==> config.mk <==
export PLATFORM = sky130hd
export DESIGN_NAME = stm_top
export DESIGN_NICKNAME = d
export VERILOG_FILES = /design/src/hdl/stm_pkg.sv /design/src/hdl/stm_tick_if.sv /design/src/hdl/stm_prescaler.sv /design/src/hdl/stm_top.sv
export SDC_FILE = /design/constraint.sdc
export NUM_CORES = 1
export LEC_CHECK = 0
export BUFFER_PORTS_ARGS = -buffer_cell sky130_fd_sc_hd__buf_2
export CORE_MARGIN = 2
export CORE_UTILIZATION = 57
export CTS_BUF_LIST = sky130_fd_sc_hd__clkbuf_8
export CTS_CLUSTER_DIAMETER = 200
export DETAILED_ROUTE_END_ITERATION = 10
export PLACE_DENSITY_LB_ADDON = 0.25
export SLEW_MARGIN = 25
export SYNTH_ARGS = -nofsm -noshare
export SYNTH_HDL_FRONTEND = slang
export SYNTH_SLANG_ARGS = --single-unit
export TNS_END_PERCENT = 50
==> constraint.sdc <==
create_clock -name MCLK -period 2.9 [get_ports MCLK]
set_input_delay 0.58 -clock MCLK [delete_from_list [all_inputs] [get_ports MCLK]]
set_output_delay 0.58 -clock MCLK [all_outputs]
set_load 0.02 [all_outputs]
==> src/hdl/stm_pkg.sv <==
package stm_pkg;

    // ************************************************************
    // Register indices (byte address is four times the index)
    // ************************************************************
    localparam logic [5:0] IDX_CONTROL_A_REGISTER = 6'h00;
    localparam logic [5:0] IDX_CTRLB = 6'h01;
    localparam logic [5:0] IDX_CONTROL_D_REGISTER = 6'h03;
    localparam logic [5:0] IDX_CONTROL_E_SET_REGISTER = 6'h05;
    localparam logic [5:0] IDX_EVENT_CONTROL_REGISTER = 6'h09;
    localparam logic [5:0] IDX_INTERRUPT_ENABLE_REGISTER = 6'h0a;
    localparam logic [5:0] IDX_INTERRUPT_FLAG_REGISTER = 6'h0b;
    localparam logic [5:0] IDX_CNTL = 6'h20;
    localparam logic [5:0] IDX_CNTH = 6'h21;
    localparam logic [5:0] IDX_PERL = 6'h26;
    localparam logic [5:0] IDX_PERH = 6'h27;
    localparam logic [5:0] IDX_CMP0L = 6'h28;
    localparam logic [5:0] IDX_CMP2H = 6'h2d;

    // ************************************************************
    // Field positions and encodings
    // ************************************************************
    localparam int unsigned CONTROL_A_REGISTER_EN_BIT = 0;
    localparam int unsigned CONTROL_A_REGISTER_CLOCK_SELECT_FIELD_LSB = 1;
    localparam int unsigned CTRLB_CMPEN_LSB = 4;
    localparam int unsigned CONTROL_D_REGISTER_SPLIT_BIT = 0;
    localparam int unsigned CTRLE_CMD_LSB = 2;
    localparam int unsigned EVENT_CONTROL_REGISTER_COUNT_ON_EVENT_ENABLE_BIT = 0;
    localparam int unsigned EVENT_CONTROL_REGISTER_EVENT_ACTION_FIELD_LSB = 1;
    localparam logic [1:0] CMD_RESET = 2'h3;
    localparam logic [2:0] WG_SINGLE_SLOPE_SETTING = 3'h3;
    localparam logic [2:0] EVENT_ACTION_FIELD_POSEDGE = 3'h0;
    localparam logic [2:0] EVENT_ACTION_FIELD_ANYEDGE = 3'h1;
    localparam logic [2:0] EVENT_ACTION_FIELD_HIGH = 3'h2;
    localparam logic [2:0] EVENT_ACTION_FIELD_UPDOWN = 3'h3;

    // Flag and enable bit positions, shared by both modes.
    localparam int unsigned FLG_OVF = 0;
    localparam int unsigned FLG_HIGH_UNDERFLOW_SOURCE = 1;
    localparam int unsigned FLG_COMPARE_CHANNEL_ZERO = 4;

    // ************************************************************
    // Reset values and bus answers
    // ************************************************************
    localparam logic [15:0] PER_RESET = 16'hffff;
    localparam logic [1:0] RESP_OKAY = 2'h0;
    localparam logic [1:0] RESP_SLVERR = 2'h2;

    // Prescaler masks for the eight clock-select codes.
    localparam logic [9:0] PRESC_MASK [0:7] = '{10'h000, 10'h001, 10'h003, 10'h007,
                                                10'h00f, 10'h03f, 10'h0ff, 10'h3ff};

endpackage

==> src/hdl/stm_tick_if.sv <==
`timescale 1ns/1ps
interface stm_tick_if;
    logic run;
    logic [2:0] sel;
    logic tick;
    modport timer (output run, output sel, input tick);
    modport presc (input run, input sel, output tick);
endinterface

==> src/hdl/stm_prescaler.sv <==
`timescale 1ns/1ps
module stm_prescaler (
    // Clock and reset
    input wire logic clk,
    input wire logic rst_n,
    // Tick towards the timer
    stm_tick_if.presc tk
);

    typedef struct packed {
        logic [9:0] cnt;
        logic tick;
    } stm_presc_t;

    stm_presc_t q;
    stm_presc_t d;
    logic [9:0] mask;

    // ************************************************************
    // Division
    // ************************************************************
    // The divider stays cleared while the timer is off, so the first
    // period after enabling is always a full one.
    always_comb begin
        mask = stm_pkg::PRESC_MASK[tk.sel];
        d = q;
        d.cnt = tk.run ? q.cnt + 10'h001 : 10'h000;
        d.tick = tk.run && ((q.cnt & mask) == mask);
    end

    always_ff @(posedge clk or negedge rst_n) begin
        if (!rst_n) begin
            q <= '0;
        end else begin
            q <= d;
        end
    end

    assign tk.tick = q.tick;

endmodule

==> src/hdl/stm_top.sv <==
`timescale 1ns/1ps
// Summary of operation
// - Split mode runs two independent 8-bit counters, both counting down only.
// - Split mode supports only single-slope PWM waveform generation.
// - Split mode adds a high-byte underflow interrupt; low byte behaves as usual.
// - High-byte compares raise no compare flag or interrupt in split mode.
// - Event inputs are ignored in split mode.
// - Buffer registers and their valid flags have no effect in split mode.
// - Split mode registers are reached as single bytes, no 16-bit pairing.
// - Mode change reinterprets bits but keeps stored values.
// - Overflow event pulses one clock on overflow, or low underflow in split.
// - High underflow event pulses one clock, only in split mode.
// - Compare events pulse one clock on full match, or low-byte match in split.
// - Each event fires under exactly the conditions setting its interrupt flag.
// - Synchronised event input counts on rising edge, any edge, or while high.
// - Event level may set direction: up while low, down while high.
// - Event action field selects action; input acts only with count-on-event set.
// - Normal mode overflow at top or bottom; compare interrupts on match.
// - Split mode underflow conditions when low or high counter reaches zero.
// - Split compare interrupts match low counter against compare low bytes.
// - Every condition sets its flag; each source gated by its enable bit.
// - Interrupt request stays asserted while a flag is set and enabled.
// - Counting and outputs continue during idle sleep.
// - Split mode gives two 8-bit timers with three compare channels each.
// - Split PWM output clears at zero and sets on its compare match.
// - Hard reset command restores all registers, accepted only while disabled.
// - Clock select divides by 1,2,4,8,16,64,256,1024 for codes 0 to 7.
module stm_top (
    // Clock and reset
    input wire logic MCLK,
    input wire logic RESETN,
    // AXI4-Lite write channels
    input wire logic [7:0] S_AXI_AWADDR,
    input wire logic S_AXI_AWVALID,
    output logic S_AXI_AWREADY,
    input wire logic [31:0] S_AXI_WDATA,
    input wire logic [3:0] S_AXI_WSTRB,
    input wire logic S_AXI_WVALID,
    output logic S_AXI_WREADY,
    output logic [1:0] S_AXI_BRESP,
    output logic S_AXI_BVALID,
    input wire logic S_AXI_BREADY,
    // AXI4-Lite read channels
    input wire logic [7:0] S_AXI_ARADDR,
    input wire logic S_AXI_ARVALID,
    output logic S_AXI_ARREADY,
    output logic [31:0] S_AXI_RDATA,
    output logic [1:0] S_AXI_RRESP,
    output logic S_AXI_RVALID,
    input wire logic S_AXI_RREADY,
    // Event input and event outputs
    input wire logic EVENT_IN,
    output logic EV_OVERFLOW_LOW_UNDERFLOW_EVENT,
    output logic EV_HIGH_UNDERFLOW_SOURCE,
    output logic [2:0] EV_CMP,
    // Waveform outputs and interrupt
    output logic [5:0] WO,
    output logic IRQ
);

    typedef struct packed {
        logic en;
        logic [2:0] clock_select_field;
        logic [6:0] ctrlb;
        logic split;
        logic [3:0] event_control_register;
        logic [6:0] inten;
        logic [6:0] flags;
        logic [15:0] cnt;
        logic [15:0] per;
        logic [2:0][15:0] cmp;
        logic [5:0] wo;
        logic [5:0] pin;
        logic [4:0] ev;
        logic irq;
        logic ev_s1;
        logic ev_s2;
        logic ev_prev;
        logic awready;
        logic wready;
        logic aw_have;
        logic w_have;
        logic [7:0] awaddr;
        logic [7:0] wdata;
        logic wstrb0;
        logic bvalid;
        logic [1:0] bresp;
        logic arready;
        logic rvalid;
        logic [7:0] rdata;
        logic [1:0] rresp;
    } stm_state_t;

    stm_state_t q;
    stm_state_t d;
    stm_tick_if tk ();

    logic step;
    logic down;
    logic ev_rise;
    logic ev_any;
    logic wg_ss;
    logic hard_rst;
    logic cnt_wr;
    logic [2:0] event_action_field;
    logic [6:0] set;
    logic [6:0] w1c;
    logic [5:0] widx;
    logic [5:0] coff;
    logic [8:0] rd;
    logic [8:0] wr_chk;

    // Returns the byte at an index with an error bit on top.
    function automatic logic [8:0] rd_reg(input logic [5:0] idx, input stm_state_t s);
        logic [5:0] off;
        off = idx - stm_pkg::IDX_CMP0L;
        case (idx)
            stm_pkg::IDX_CONTROL_A_REGISTER: rd_reg = {1'b0, 4'h0, s.clock_select_field, s.en};
            stm_pkg::IDX_CTRLB: rd_reg = {1'b0, 1'b0, s.ctrlb};
            stm_pkg::IDX_CONTROL_D_REGISTER: rd_reg = {1'b0, 7'h00, s.split};
            stm_pkg::IDX_CONTROL_E_SET_REGISTER: rd_reg = 9'h000;
            stm_pkg::IDX_EVENT_CONTROL_REGISTER: rd_reg = {1'b0, 4'h0, s.event_control_register};
            stm_pkg::IDX_INTERRUPT_ENABLE_REGISTER: rd_reg = {1'b0, 1'b0, s.inten};
            stm_pkg::IDX_INTERRUPT_FLAG_REGISTER: rd_reg = {1'b0, 1'b0, s.flags};
            stm_pkg::IDX_CNTL: rd_reg = {1'b0, s.cnt[7:0]};
            stm_pkg::IDX_CNTH: rd_reg = {1'b0, s.cnt[15:8]};
            stm_pkg::IDX_PERL: rd_reg = {1'b0, s.per[7:0]};
            stm_pkg::IDX_PERH: rd_reg = {1'b0, s.per[15:8]};
            default: begin
                if (idx >= stm_pkg::IDX_CMP0L && idx <= stm_pkg::IDX_CMP2H) begin
                    rd_reg = {1'b0, s.cmp[off[2:1]][{off[0], 3'h0} +: 8]};
                end else begin
                    rd_reg = 9'h100;
                end
            end
        endcase
    endfunction

    // ************************************************************
    // Next state
    // ************************************************************
    always_comb begin
        d = q;
        set = '0;
        w1c = '0;
        hard_rst = 1'b0;
        cnt_wr = 1'b0;
        widx = q.awaddr[7:2];
        coff = widx - stm_pkg::IDX_CMP0L;
        rd = 9'h000;
        wr_chk = rd_reg(widx, q);

        // Only the second stage and the edge history are looked at.
        d.ev_s1 = EVENT_IN;
        d.ev_s2 = q.ev_s1;
        d.ev_prev = q.ev_s2;
        ev_rise = q.ev_s2 && !q.ev_prev;
        ev_any = q.ev_s2 != q.ev_prev;
        event_action_field = q.event_control_register[stm_pkg::EVENT_CONTROL_REGISTER_EVENT_ACTION_FIELD_LSB +: 3];
        wg_ss = q.ctrlb[2:0] == stm_pkg::WG_SINGLE_SLOPE_SETTING;

        // The prescaler keeps running in idle sleep; nothing here gates it.
        step = tk.tick;
        down = q.split;
        if (!q.split && q.event_control_register[stm_pkg::EVENT_CONTROL_REGISTER_COUNT_ON_EVENT_ENABLE_BIT]) begin
            case (event_action_field)
                stm_pkg::EVENT_ACTION_FIELD_POSEDGE: step = ev_rise;
                stm_pkg::EVENT_ACTION_FIELD_ANYEDGE: step = ev_any;
                stm_pkg::EVENT_ACTION_FIELD_HIGH: step = tk.tick && q.ev_s2;
                stm_pkg::EVENT_ACTION_FIELD_UPDOWN: down = q.ev_s2;
                default: step = tk.tick;
            endcase
        end
        step = step && q.en;

        if (step && q.split) begin
            for (int i = 0; i < 3; i++) begin
                if (q.cnt[7:0] == q.cmp[i][7:0]) begin
                    set[stm_pkg::FLG_COMPARE_CHANNEL_ZERO + i] = 1'b1;
                    d.wo[i] = 1'b1;
                end
                // High-byte matches only drive the waveform, never a flag.
                if (q.cnt[15:8] == q.cmp[i][15:8]) begin
                    d.wo[i + 3] = 1'b1;
                end
            end
            if (q.cnt[7:0] == 8'h00) begin
                d.cnt[7:0] = q.per[7:0];
                set[stm_pkg::FLG_OVF] = 1'b1;
                d.wo[2:0] = 3'h0;
            end else begin
                d.cnt[7:0] = q.cnt[7:0] - 8'h01;
            end
            if (q.cnt[15:8] == 8'h00) begin
                d.cnt[15:8] = q.per[15:8];
                set[stm_pkg::FLG_HIGH_UNDERFLOW_SOURCE] = 1'b1;
                d.wo[5:3] = 3'h0;
            end else begin
                d.cnt[15:8] = q.cnt[15:8] - 8'h01;
            end
        end else if (step) begin
            for (int i = 0; i < 3; i++) begin
                if (q.cnt == q.cmp[i]) begin
                    set[stm_pkg::FLG_COMPARE_CHANNEL_ZERO + i] = 1'b1;
                    d.wo[i] = 1'b0;
                end
            end
            d.wo[5:3] = 3'h0;
            if (down && q.cnt == 16'h0000) begin
                d.cnt = q.per;
                set[stm_pkg::FLG_OVF] = 1'b1;
                d.wo[2:0] = 3'h7;
            end else if (down) begin
                d.cnt = q.cnt - 16'h0001;
            end else if (q.cnt == q.per) begin
                d.cnt = 16'h0000;
                set[stm_pkg::FLG_OVF] = 1'b1;
                d.wo[2:0] = 3'h7;
            end else begin
                d.cnt = q.cnt + 16'h0001;
            end
        end

        // ********************************************************
        // Register bus
        // ********************************************************
        if (q.bvalid && S_AXI_BREADY) begin
            d.bvalid = 1'b0;
        end
        if (q.awready && S_AXI_AWVALID) begin
            d.aw_have = 1'b1;
            d.awaddr = S_AXI_AWADDR;
        end
        if (q.wready && S_AXI_WVALID) begin
            d.w_have = 1'b1;
            d.wdata = S_AXI_WDATA[7:0];
            d.wstrb0 = S_AXI_WSTRB[0];
        end
        // Every register is one byte wide in the low lane; no temporary
        // pairing exists, and no buffer registers are mapped.
        if (q.aw_have && q.w_have && !q.bvalid) begin
            d.aw_have = 1'b0;
            d.w_have = 1'b0;
            d.bvalid = 1'b1;
            d.bresp = wr_chk[8] ? stm_pkg::RESP_SLVERR : stm_pkg::RESP_OKAY;
            if (q.wstrb0) begin
                case (widx)
                    stm_pkg::IDX_CONTROL_A_REGISTER: begin
                        d.en = q.wdata[stm_pkg::CONTROL_A_REGISTER_EN_BIT];
                        d.clock_select_field = q.wdata[stm_pkg::CONTROL_A_REGISTER_CLOCK_SELECT_FIELD_LSB +: 3];
                    end
                    stm_pkg::IDX_CTRLB: d.ctrlb = q.wdata[6:0];
                    // Other fields are only reinterpreted, never rewritten.
                    stm_pkg::IDX_CONTROL_D_REGISTER: d.split = q.wdata[stm_pkg::CONTROL_D_REGISTER_SPLIT_BIT];
                    stm_pkg::IDX_CONTROL_E_SET_REGISTER: begin
                        hard_rst = q.wdata[stm_pkg::CTRLE_CMD_LSB +: 2] == stm_pkg::CMD_RESET
                            && !q.en;
                    end
                    stm_pkg::IDX_EVENT_CONTROL_REGISTER: d.event_control_register = q.wdata[3:0];
                    stm_pkg::IDX_INTERRUPT_ENABLE_REGISTER: d.inten = q.wdata[6:0];
                    stm_pkg::IDX_INTERRUPT_FLAG_REGISTER: w1c = q.wdata[6:0];
                    stm_pkg::IDX_CNTL: begin
                        d.cnt[7:0] = q.wdata;
                        cnt_wr = 1'b1;
                    end
                    stm_pkg::IDX_CNTH: begin
                        d.cnt[15:8] = q.wdata;
                        cnt_wr = 1'b1;
                    end
                    stm_pkg::IDX_PERL: d.per[7:0] = q.wdata;
                    stm_pkg::IDX_PERH: d.per[15:8] = q.wdata;
                    default: begin
                        if (widx >= stm_pkg::IDX_CMP0L && widx <= stm_pkg::IDX_CMP2H) begin
                            d.cmp[coff[2:1]][{coff[0], 3'h0} +: 8] = q.wdata;
                        end
                    end
                endcase
            end
        end
        if (q.rvalid && S_AXI_RREADY) begin
            d.rvalid = 1'b0;
        end
        if (q.arready && S_AXI_ARVALID) begin
            rd = rd_reg(S_AXI_ARADDR[7:2], q);
            d.rvalid = 1'b1;
            d.rdata = rd[7:0];
            d.rresp = rd[8] ? stm_pkg::RESP_SLVERR : stm_pkg::RESP_OKAY;
        end

        // A flag set in the same cycle as its clear survives.
        d.flags = (q.flags & ~w1c) | set;
        d.ev = {set[6:4], set[stm_pkg::FLG_HIGH_UNDERFLOW_SOURCE], set[stm_pkg::FLG_OVF]};

        if (hard_rst) begin
            d.clock_select_field = '0;
            d.ctrlb = '0;
            d.split = 1'b0;
            d.event_control_register = '0;
            d.inten = '0;
            d.flags = '0;
            d.cnt = '0;
            d.per = stm_pkg::PER_RESET;
            d.cmp = '0;
            d.wo = '0;
        end

        // Non-PWM modes leave the pins low; only single slope drives them.
        d.pin = wg_ss ? d.wo & {q.ctrlb[stm_pkg::CTRLB_CMPEN_LSB +: 3],
                                q.ctrlb[stm_pkg::CTRLB_CMPEN_LSB +: 3]} : 6'h00;
        d.irq = |(d.flags & d.inten);
        d.awready = !d.aw_have && !d.bvalid;
        d.wready = !d.w_have && !d.bvalid;
        d.arready = !d.rvalid;
    end

    always_ff @(posedge MCLK or negedge RESETN) begin
        if (!RESETN) begin
            q <= '0;
            q.per <= stm_pkg::PER_RESET;
        end else begin
            q <= d;
        end
    end

    assign tk.run = q.en;
    assign tk.sel = q.clock_select_field;

    stm_prescaler u_presc (
        .clk(MCLK),
        .rst_n(RESETN),
        .tk(tk)
    );

    // ************************************************************
    // Outputs
    // ************************************************************
    assign S_AXI_AWREADY = q.awready;
    assign S_AXI_WREADY = q.wready;
    assign S_AXI_BVALID = q.bvalid;
    assign S_AXI_BRESP = q.bresp;
    assign S_AXI_ARREADY = q.arready;
    assign S_AXI_RVALID = q.rvalid;
    assign S_AXI_RRESP = q.rresp;
    assign S_AXI_RDATA = {24'h000000, q.rdata};
    assign EV_OVERFLOW_LOW_UNDERFLOW_EVENT = q.ev[0];
    assign EV_HIGH_UNDERFLOW_SOURCE = q.ev[1];
    assign EV_CMP = q.ev[4:2];
    assign WO = q.pin;
    assign IRQ = q.irq;
endmodule

* Yosys cells after proc, flatten, opt, wreduce, memory -nomap -nowiden *
Memory sizes are Yosys's and may differ from the RTL's.
Cells that the tools add are included.

word-level totals
  flip-flop bits (word level) = 178
  memory bits (read-only) = 80
  input bits = 60
  word-level logic and storage cells = 244
  memories = 1

operators by class
  $add $sub $neg = 8
  order comparisons = 8
  equality and inequality tests = 38
  shift operators = 4
  mux-type cells = 90
  bitwise operators = 7
  reduce and logical (&&, ||, !) cells = 53

memories
  memory            words  bits a word  read ports  clocked after memory_dff  wr ports  RTL line             text
  (name not given)  8      10           1           0                         0         stm_prescaler.sv:25  mask = stm_pkg::PRESC_MASK[tk.sel];

operators with widths
  operator                                                         count
  9-bit one-hot mux with 11 select lines                           2
  80-bit two-way mux                                               2
  16-bit two-way mux                                               8
  115-bit two-way mux                                              1
  48-bit two-way mux                                               2
  16-bit binary-select mux with 2-bit select                       2
  16-bit == test                                                   4
  48-bit bitwise mux                                               1
  6-bit == test, second input constant                             8
  8-bit == test                                                    6
  8-bit two-way mux                                                6
  22-bit two-way mux                                               2
  6-bit by 4-bit == test with 1-bit output, second input constant  6
  7-bit two-way mux                                                5
  1-bit two-way mux                                                34
  16-bit demux with 2-bit select                                   1
  16-bit by 5-bit indexed part select with 8-bit output            2
  10-bit two-way mux                                               3
  3-bit two-way mux                                                9
  9-bit two-way mux                                                3
  3-bit AND reduction                                              7
  1-bit logical AND                                                20
  6-bit two-way mux                                                3
  2-bit nonzero test                                               9
  other kinds (40)                                                 62

* Depth between registers and ports, before layout *
  word-level depth = 13
  depth in mapped cells = 10
  mapped depth without buffers = 9

* Cells and area by module *
From an unflattened synthesis, not the netlist that was laid out.

second synthesis, totals
  cells, all modules = 1,152
  area total of the unflattened synthesis = 10,802.9 sq um

by module, submodules not included
  module         times used  cells each  area each (sq um)
  stm_top        1           1,102       10,261.1
  stm_prescaler  1           50          541.8

* Worst setup path before layout *
No wires, ideal clock.

  kind = flip-flop to flip-flop
  start point = register q[129] in the netlist's numbering
  end point = register q[122] in the netlist's numbering
  library setup time = 122 ps
  data arrival time = 2,391 ps
  data required time = 2,778 ps
  slack = 387 ps
  stages on the path, launching flop included = 10
  buffers on the path = 1
  path through = dfrtp_1 clkbuf_1 inv_1 ha_1 nor3b_2 and4_4 nand2_4 o221a_1 a221o_1 a32o_1

RTL lines
  what             RTL line       text
  start, declared  stm_top.sv:94  stm_state_t q;

==> impl_metrics.json <==
{
  "detail_routed_via_count_per_cell": 6.712,
  "post_route_skew_ps": 13.93,
  "achievable-frequency_mhz": 392.1,
  "synthCells": 1166,
  "overall_global_routing_resource_usage": 0.3545,
  "synth-seq-cells": 174,
  "die_area_mm2": 0.02011,
  "synthesis.area_per_instance_um2": 9.284,
  "cts_max_level": 4,
  "cts.clk_slew.worst_paths_ps": 100,
  "post_route_core_utilization": 0.6309,
  "final_setup_violation_count": 0,
  "fp.dieH_um": 141.8,
  "drt_pass1_iterations": 6,
  "layout.cells.most_common_list": "158 x sky130_fd_sc_hd__dfrtp_1, 112 x sky130_fd_sc_hd__nand2_1, 85 x sky130_fd_sc_hd__nor2_1",
  "grt_pass1_vias": 9253,
  "grt_setup_unrepaired": "false",
  "postCtsSetupBuffers": 0,
  "cp_data_arrival_time_ps": 2890,
  "number_of_antenna_cells_inserted": 0,
  "synth-edff-count": 0,
  "synth_top_flop_cell": "sky130_fd_sc_hd__dfrtp_1",
  "cap_violations": 0,
  "layout_worst_path_cycle_share": 0.8793,
  "postRouteWirelength_um": 34640,
  "slew_headroom": 0.4150,
  "min-delay-path-class": "primary input to async pin",
  "seq_area_frac_synth": 0.4041,
  "clkSinkCount": 174,
  "globalRoute.totalOverflow": 0,
  "path_max_fanout": 7,
  "mostFrequentLayoutCell": "sky130_fd_sc_hd__dfrtp_1",
  "critPathCaptureType": "register",
  "die-width_um": 141.8,
  "setup_slack_of_the_worst_register_to_register_path_ps": 350,
  "setup.worst_path.class": "register to register",
  "drt_iter0_drc": 1510,
  "final_net_count": 1276,
  "floorplan.initialDensity": 0.5807,
  "io_buffers": 55,
  "grt_start_max_net_pins": 59,
  "cts.repair.resized": 0,
  "pwr_density_cell_mw_per_mm2": 830.0,
  "postCtsHoldBufs": 0,
  "leakage_uw": 0.005136,
  "worst_ir_drop_vdd_mv": 0.6961,
  "clkLatencyLatePin_ps": 480,
  "reg2regPathDepth": 9,
  "syn_warnings": 0,
  "nFillCells": 1553,
  "status": "finished clean",
  "startpoint_type": "register",
  "std_cell_rows": 50,
  "fin_tns_setup_ps": 0,
  "area_added_between_synthesis_and_finish_pct": 8.657,
  "period_minus_slack_ps": 2550,
  "synth.cell_area_mm2": 0.01083,
  "worstReg2RegStart": "q[121]$_DFF_PN0_",
  "post_drt_wl_per_cell_um": 23.79,
  "cts_inserted_buffers": 17,
  "detail_route.drc_violations": 0,
  "route.antenna.remaining_nets": 0,
  "finalWeightedCongestion": 1.024,
  "cts_tree": "yes",
  "design.core.area_mm2": 0.01864,
  "grt_antenna_before_repair": 0,
  "boundaryPins": 113,
  "maxSlewViolCount": 0,
  "ys_types": 86,
  "final_hold_viol_count": 0,
  "place_hpwl_um": 25490,
  "dr_total_vias": 9773,
  "cts_root_buf": "sky130_fd_sc_hd__clkbuf_8",
  "wire_length_of_the_first_global_routing_pass_um": 53740,
  "cts.path.max_buffers": 2,
  "required_time_of_the_critical_path_ps": 3240,
  "regToRegEndpoint": "q[129]$_DFF_PN0_",
  "synth-async-reset-ratio": 1.000,
  "final_layout_size_suffix_gt1_frac": 0.1931,
  "timing_worst_slew_pin_value_ps": 877.6,
  "power.total_uw": 9763
}
how the worst max path moves through the flow:
stage                                  from                end  slack (ps)  cells after the start
final                      q[121]$_DFF_PN0_   q[129]$_DFF_PN0_         350                      9
after global routing       q[121]$_DFF_PN0_   q[136]$_DFF_PN0_         110                      9
after CTS                 q[31]$_DFFE_PN0P_  q[94]$_DFFE_PN0P_         410                      4
after detailed placement   q[124]$_DFF_PN0_   q[136]$_DFF_PN0_         440                      6
after global placement     q[124]$_DFF_PN0_   q[136]$_DFF_PN0_         460                      6
after floorplan            q[129]$_DFF_PN0_   q[122]$_DFF_PN0_         390                      9
report_power, final:
group / internal (µW) / switching, µW / total (µW)
logic: 1630 / 2530 / 4160
registers: 2940 / 893 / 3840
clock network: 805 / 966 / 1770
per-stage QoR:
step / worst slack (ps) / std cells / cell area (µm²) / hold WS, ps
finish: 349.9 / 1456 / 11760 / 46.16
global route: 105.5 / 1456 / 11760 / 69.34
CTS: 410.0 / 1456 / 11760 / 48.32
detailed placement: 436.8 / 1425 / 11360 / 340.5
global placement: 462.4 / 1425 / 11360 / 336.5
floorplan: 387.5 / 1191 / 10920 / 284.4
cells by family after synthesis:
family          share of synthesized area
simple gates                       0.1782
compound gates                     0.2105
flops                              0.4041
buf+inv                           0.07374
xor+xnor                          0.06796
mux                               0.05825
fa+ha+maj                        0.006935
other cells                     0.0003464
cell type report:
cell class	instances	area, µm²	area share
multi-input combinational	864	5752	0.4890
timing repair buffer	129	849.6	0.07223
clock inverter	13	156.4	0.01330
clock buffer	18	247.7	0.02106
inverter	24	90.09	0.007659
tap	234	292.8	0.02489
sequential	174	4374	0.3719
synthesized netlist by cell type, types with 13 or more instances:
| library cell | number | area share |
|---|---|---|
| sky130_fd_sc_hd__a211oi_1 | 17 | 0.012 |
| sky130_fd_sc_hd__a21oi_1 | 49 | 0.023 |
| sky130_fd_sc_hd__a221oi_1 | 17 | 0.014 |
| sky130_fd_sc_hd__a22o_1 | 57 | 0.046 |
| sky130_fd_sc_hd__buf_2 | 22 | 0.010 |
| sky130_fd_sc_hd__buf_4 | 46 | 0.032 |
| sky130_fd_sc_hd__clkbuf_1 | 45 | 0.016 |
| sky130_fd_sc_hd__dfrtp_1 | 158 | 0.37 |
| sky130_fd_sc_hd__dfstp_2 | 16 | 0.039 |
| sky130_fd_sc_hd__inv_1 | 24 | 0.0083 |
| sky130_fd_sc_hd__mux2_2 | 24 | 0.025 |
| sky130_fd_sc_hd__mux2i_1 | 27 | 0.025 |
| sky130_fd_sc_hd__nand2_1 | 112 | 0.039 |
| sky130_fd_sc_hd__nand3_1 | 22 | 0.010 |
| sky130_fd_sc_hd__nand4_1 | 22 | 0.013 |
| sky130_fd_sc_hd__nor2_1 | 85 | 0.029 |
| sky130_fd_sc_hd__nor3_1 | 26 | 0.012 |
| sky130_fd_sc_hd__o21ai_0 | 79 | 0.037 |
| sky130_fd_sc_hd__or3_1 | 13 | 0.0075 |
| sky130_fd_sc_hd__xnor2_1 | 65 | 0.053 |
| sky130_fd_sc_hd__xor2_1 | 19 | 0.015 |
state kept, by name (all words and copies together) (netlist names):
register and flops:
S_AXI_BRESP 1, d 2, S_AXI_RRESP 1, event_action_field 3, tk.run 1, tk.sel 3, S_AXI_WREADY 1, q 127
u_presc.tk.tick 1, S_AXI_AWREADY 1, EV_CMP 3, S_AXI_RDATA 8, IRQ 1, EV_OVERFLOW_LOW_UNDERFLOW_EVENT 1, u_presc.q 10, S_AXI_BVALID 1
EV_HIGH_UNDERFLOW_SOURCE 1, S_AXI_ARREADY 1, WO 6, S_AXI_RVALID 1
metal layers:
layer,share of wire,wire [µm],GRT usage
met1,0.40,13870,0.4872
met2,0.43,15030,0.5181
met3,0.11,3675,0.08539
met4,0.060,2070,0.1958
met5,0,0,0
worst max-delay path, stage by stage (launching register included):
cell	delay [ps]
sky130_fd_sc_hd__dfrtp_1	370
sky130_fd_sc_hd__inv_1	110
sky130_fd_sc_hd__ha_1	210
sky130_fd_sc_hd__nor3b_2	200
sky130_fd_sc_hd__nand4_1	190
sky130_fd_sc_hd__nor2_1	90
sky130_fd_sc_hd__buf_4	150
sky130_fd_sc_hd__a21oi_1	520
sky130_fd_sc_hd__a221oi_1	180
sky130_fd_sc_hd__o41ai_1	390
No activity file was read; power rests on OpenSTA's default activity.
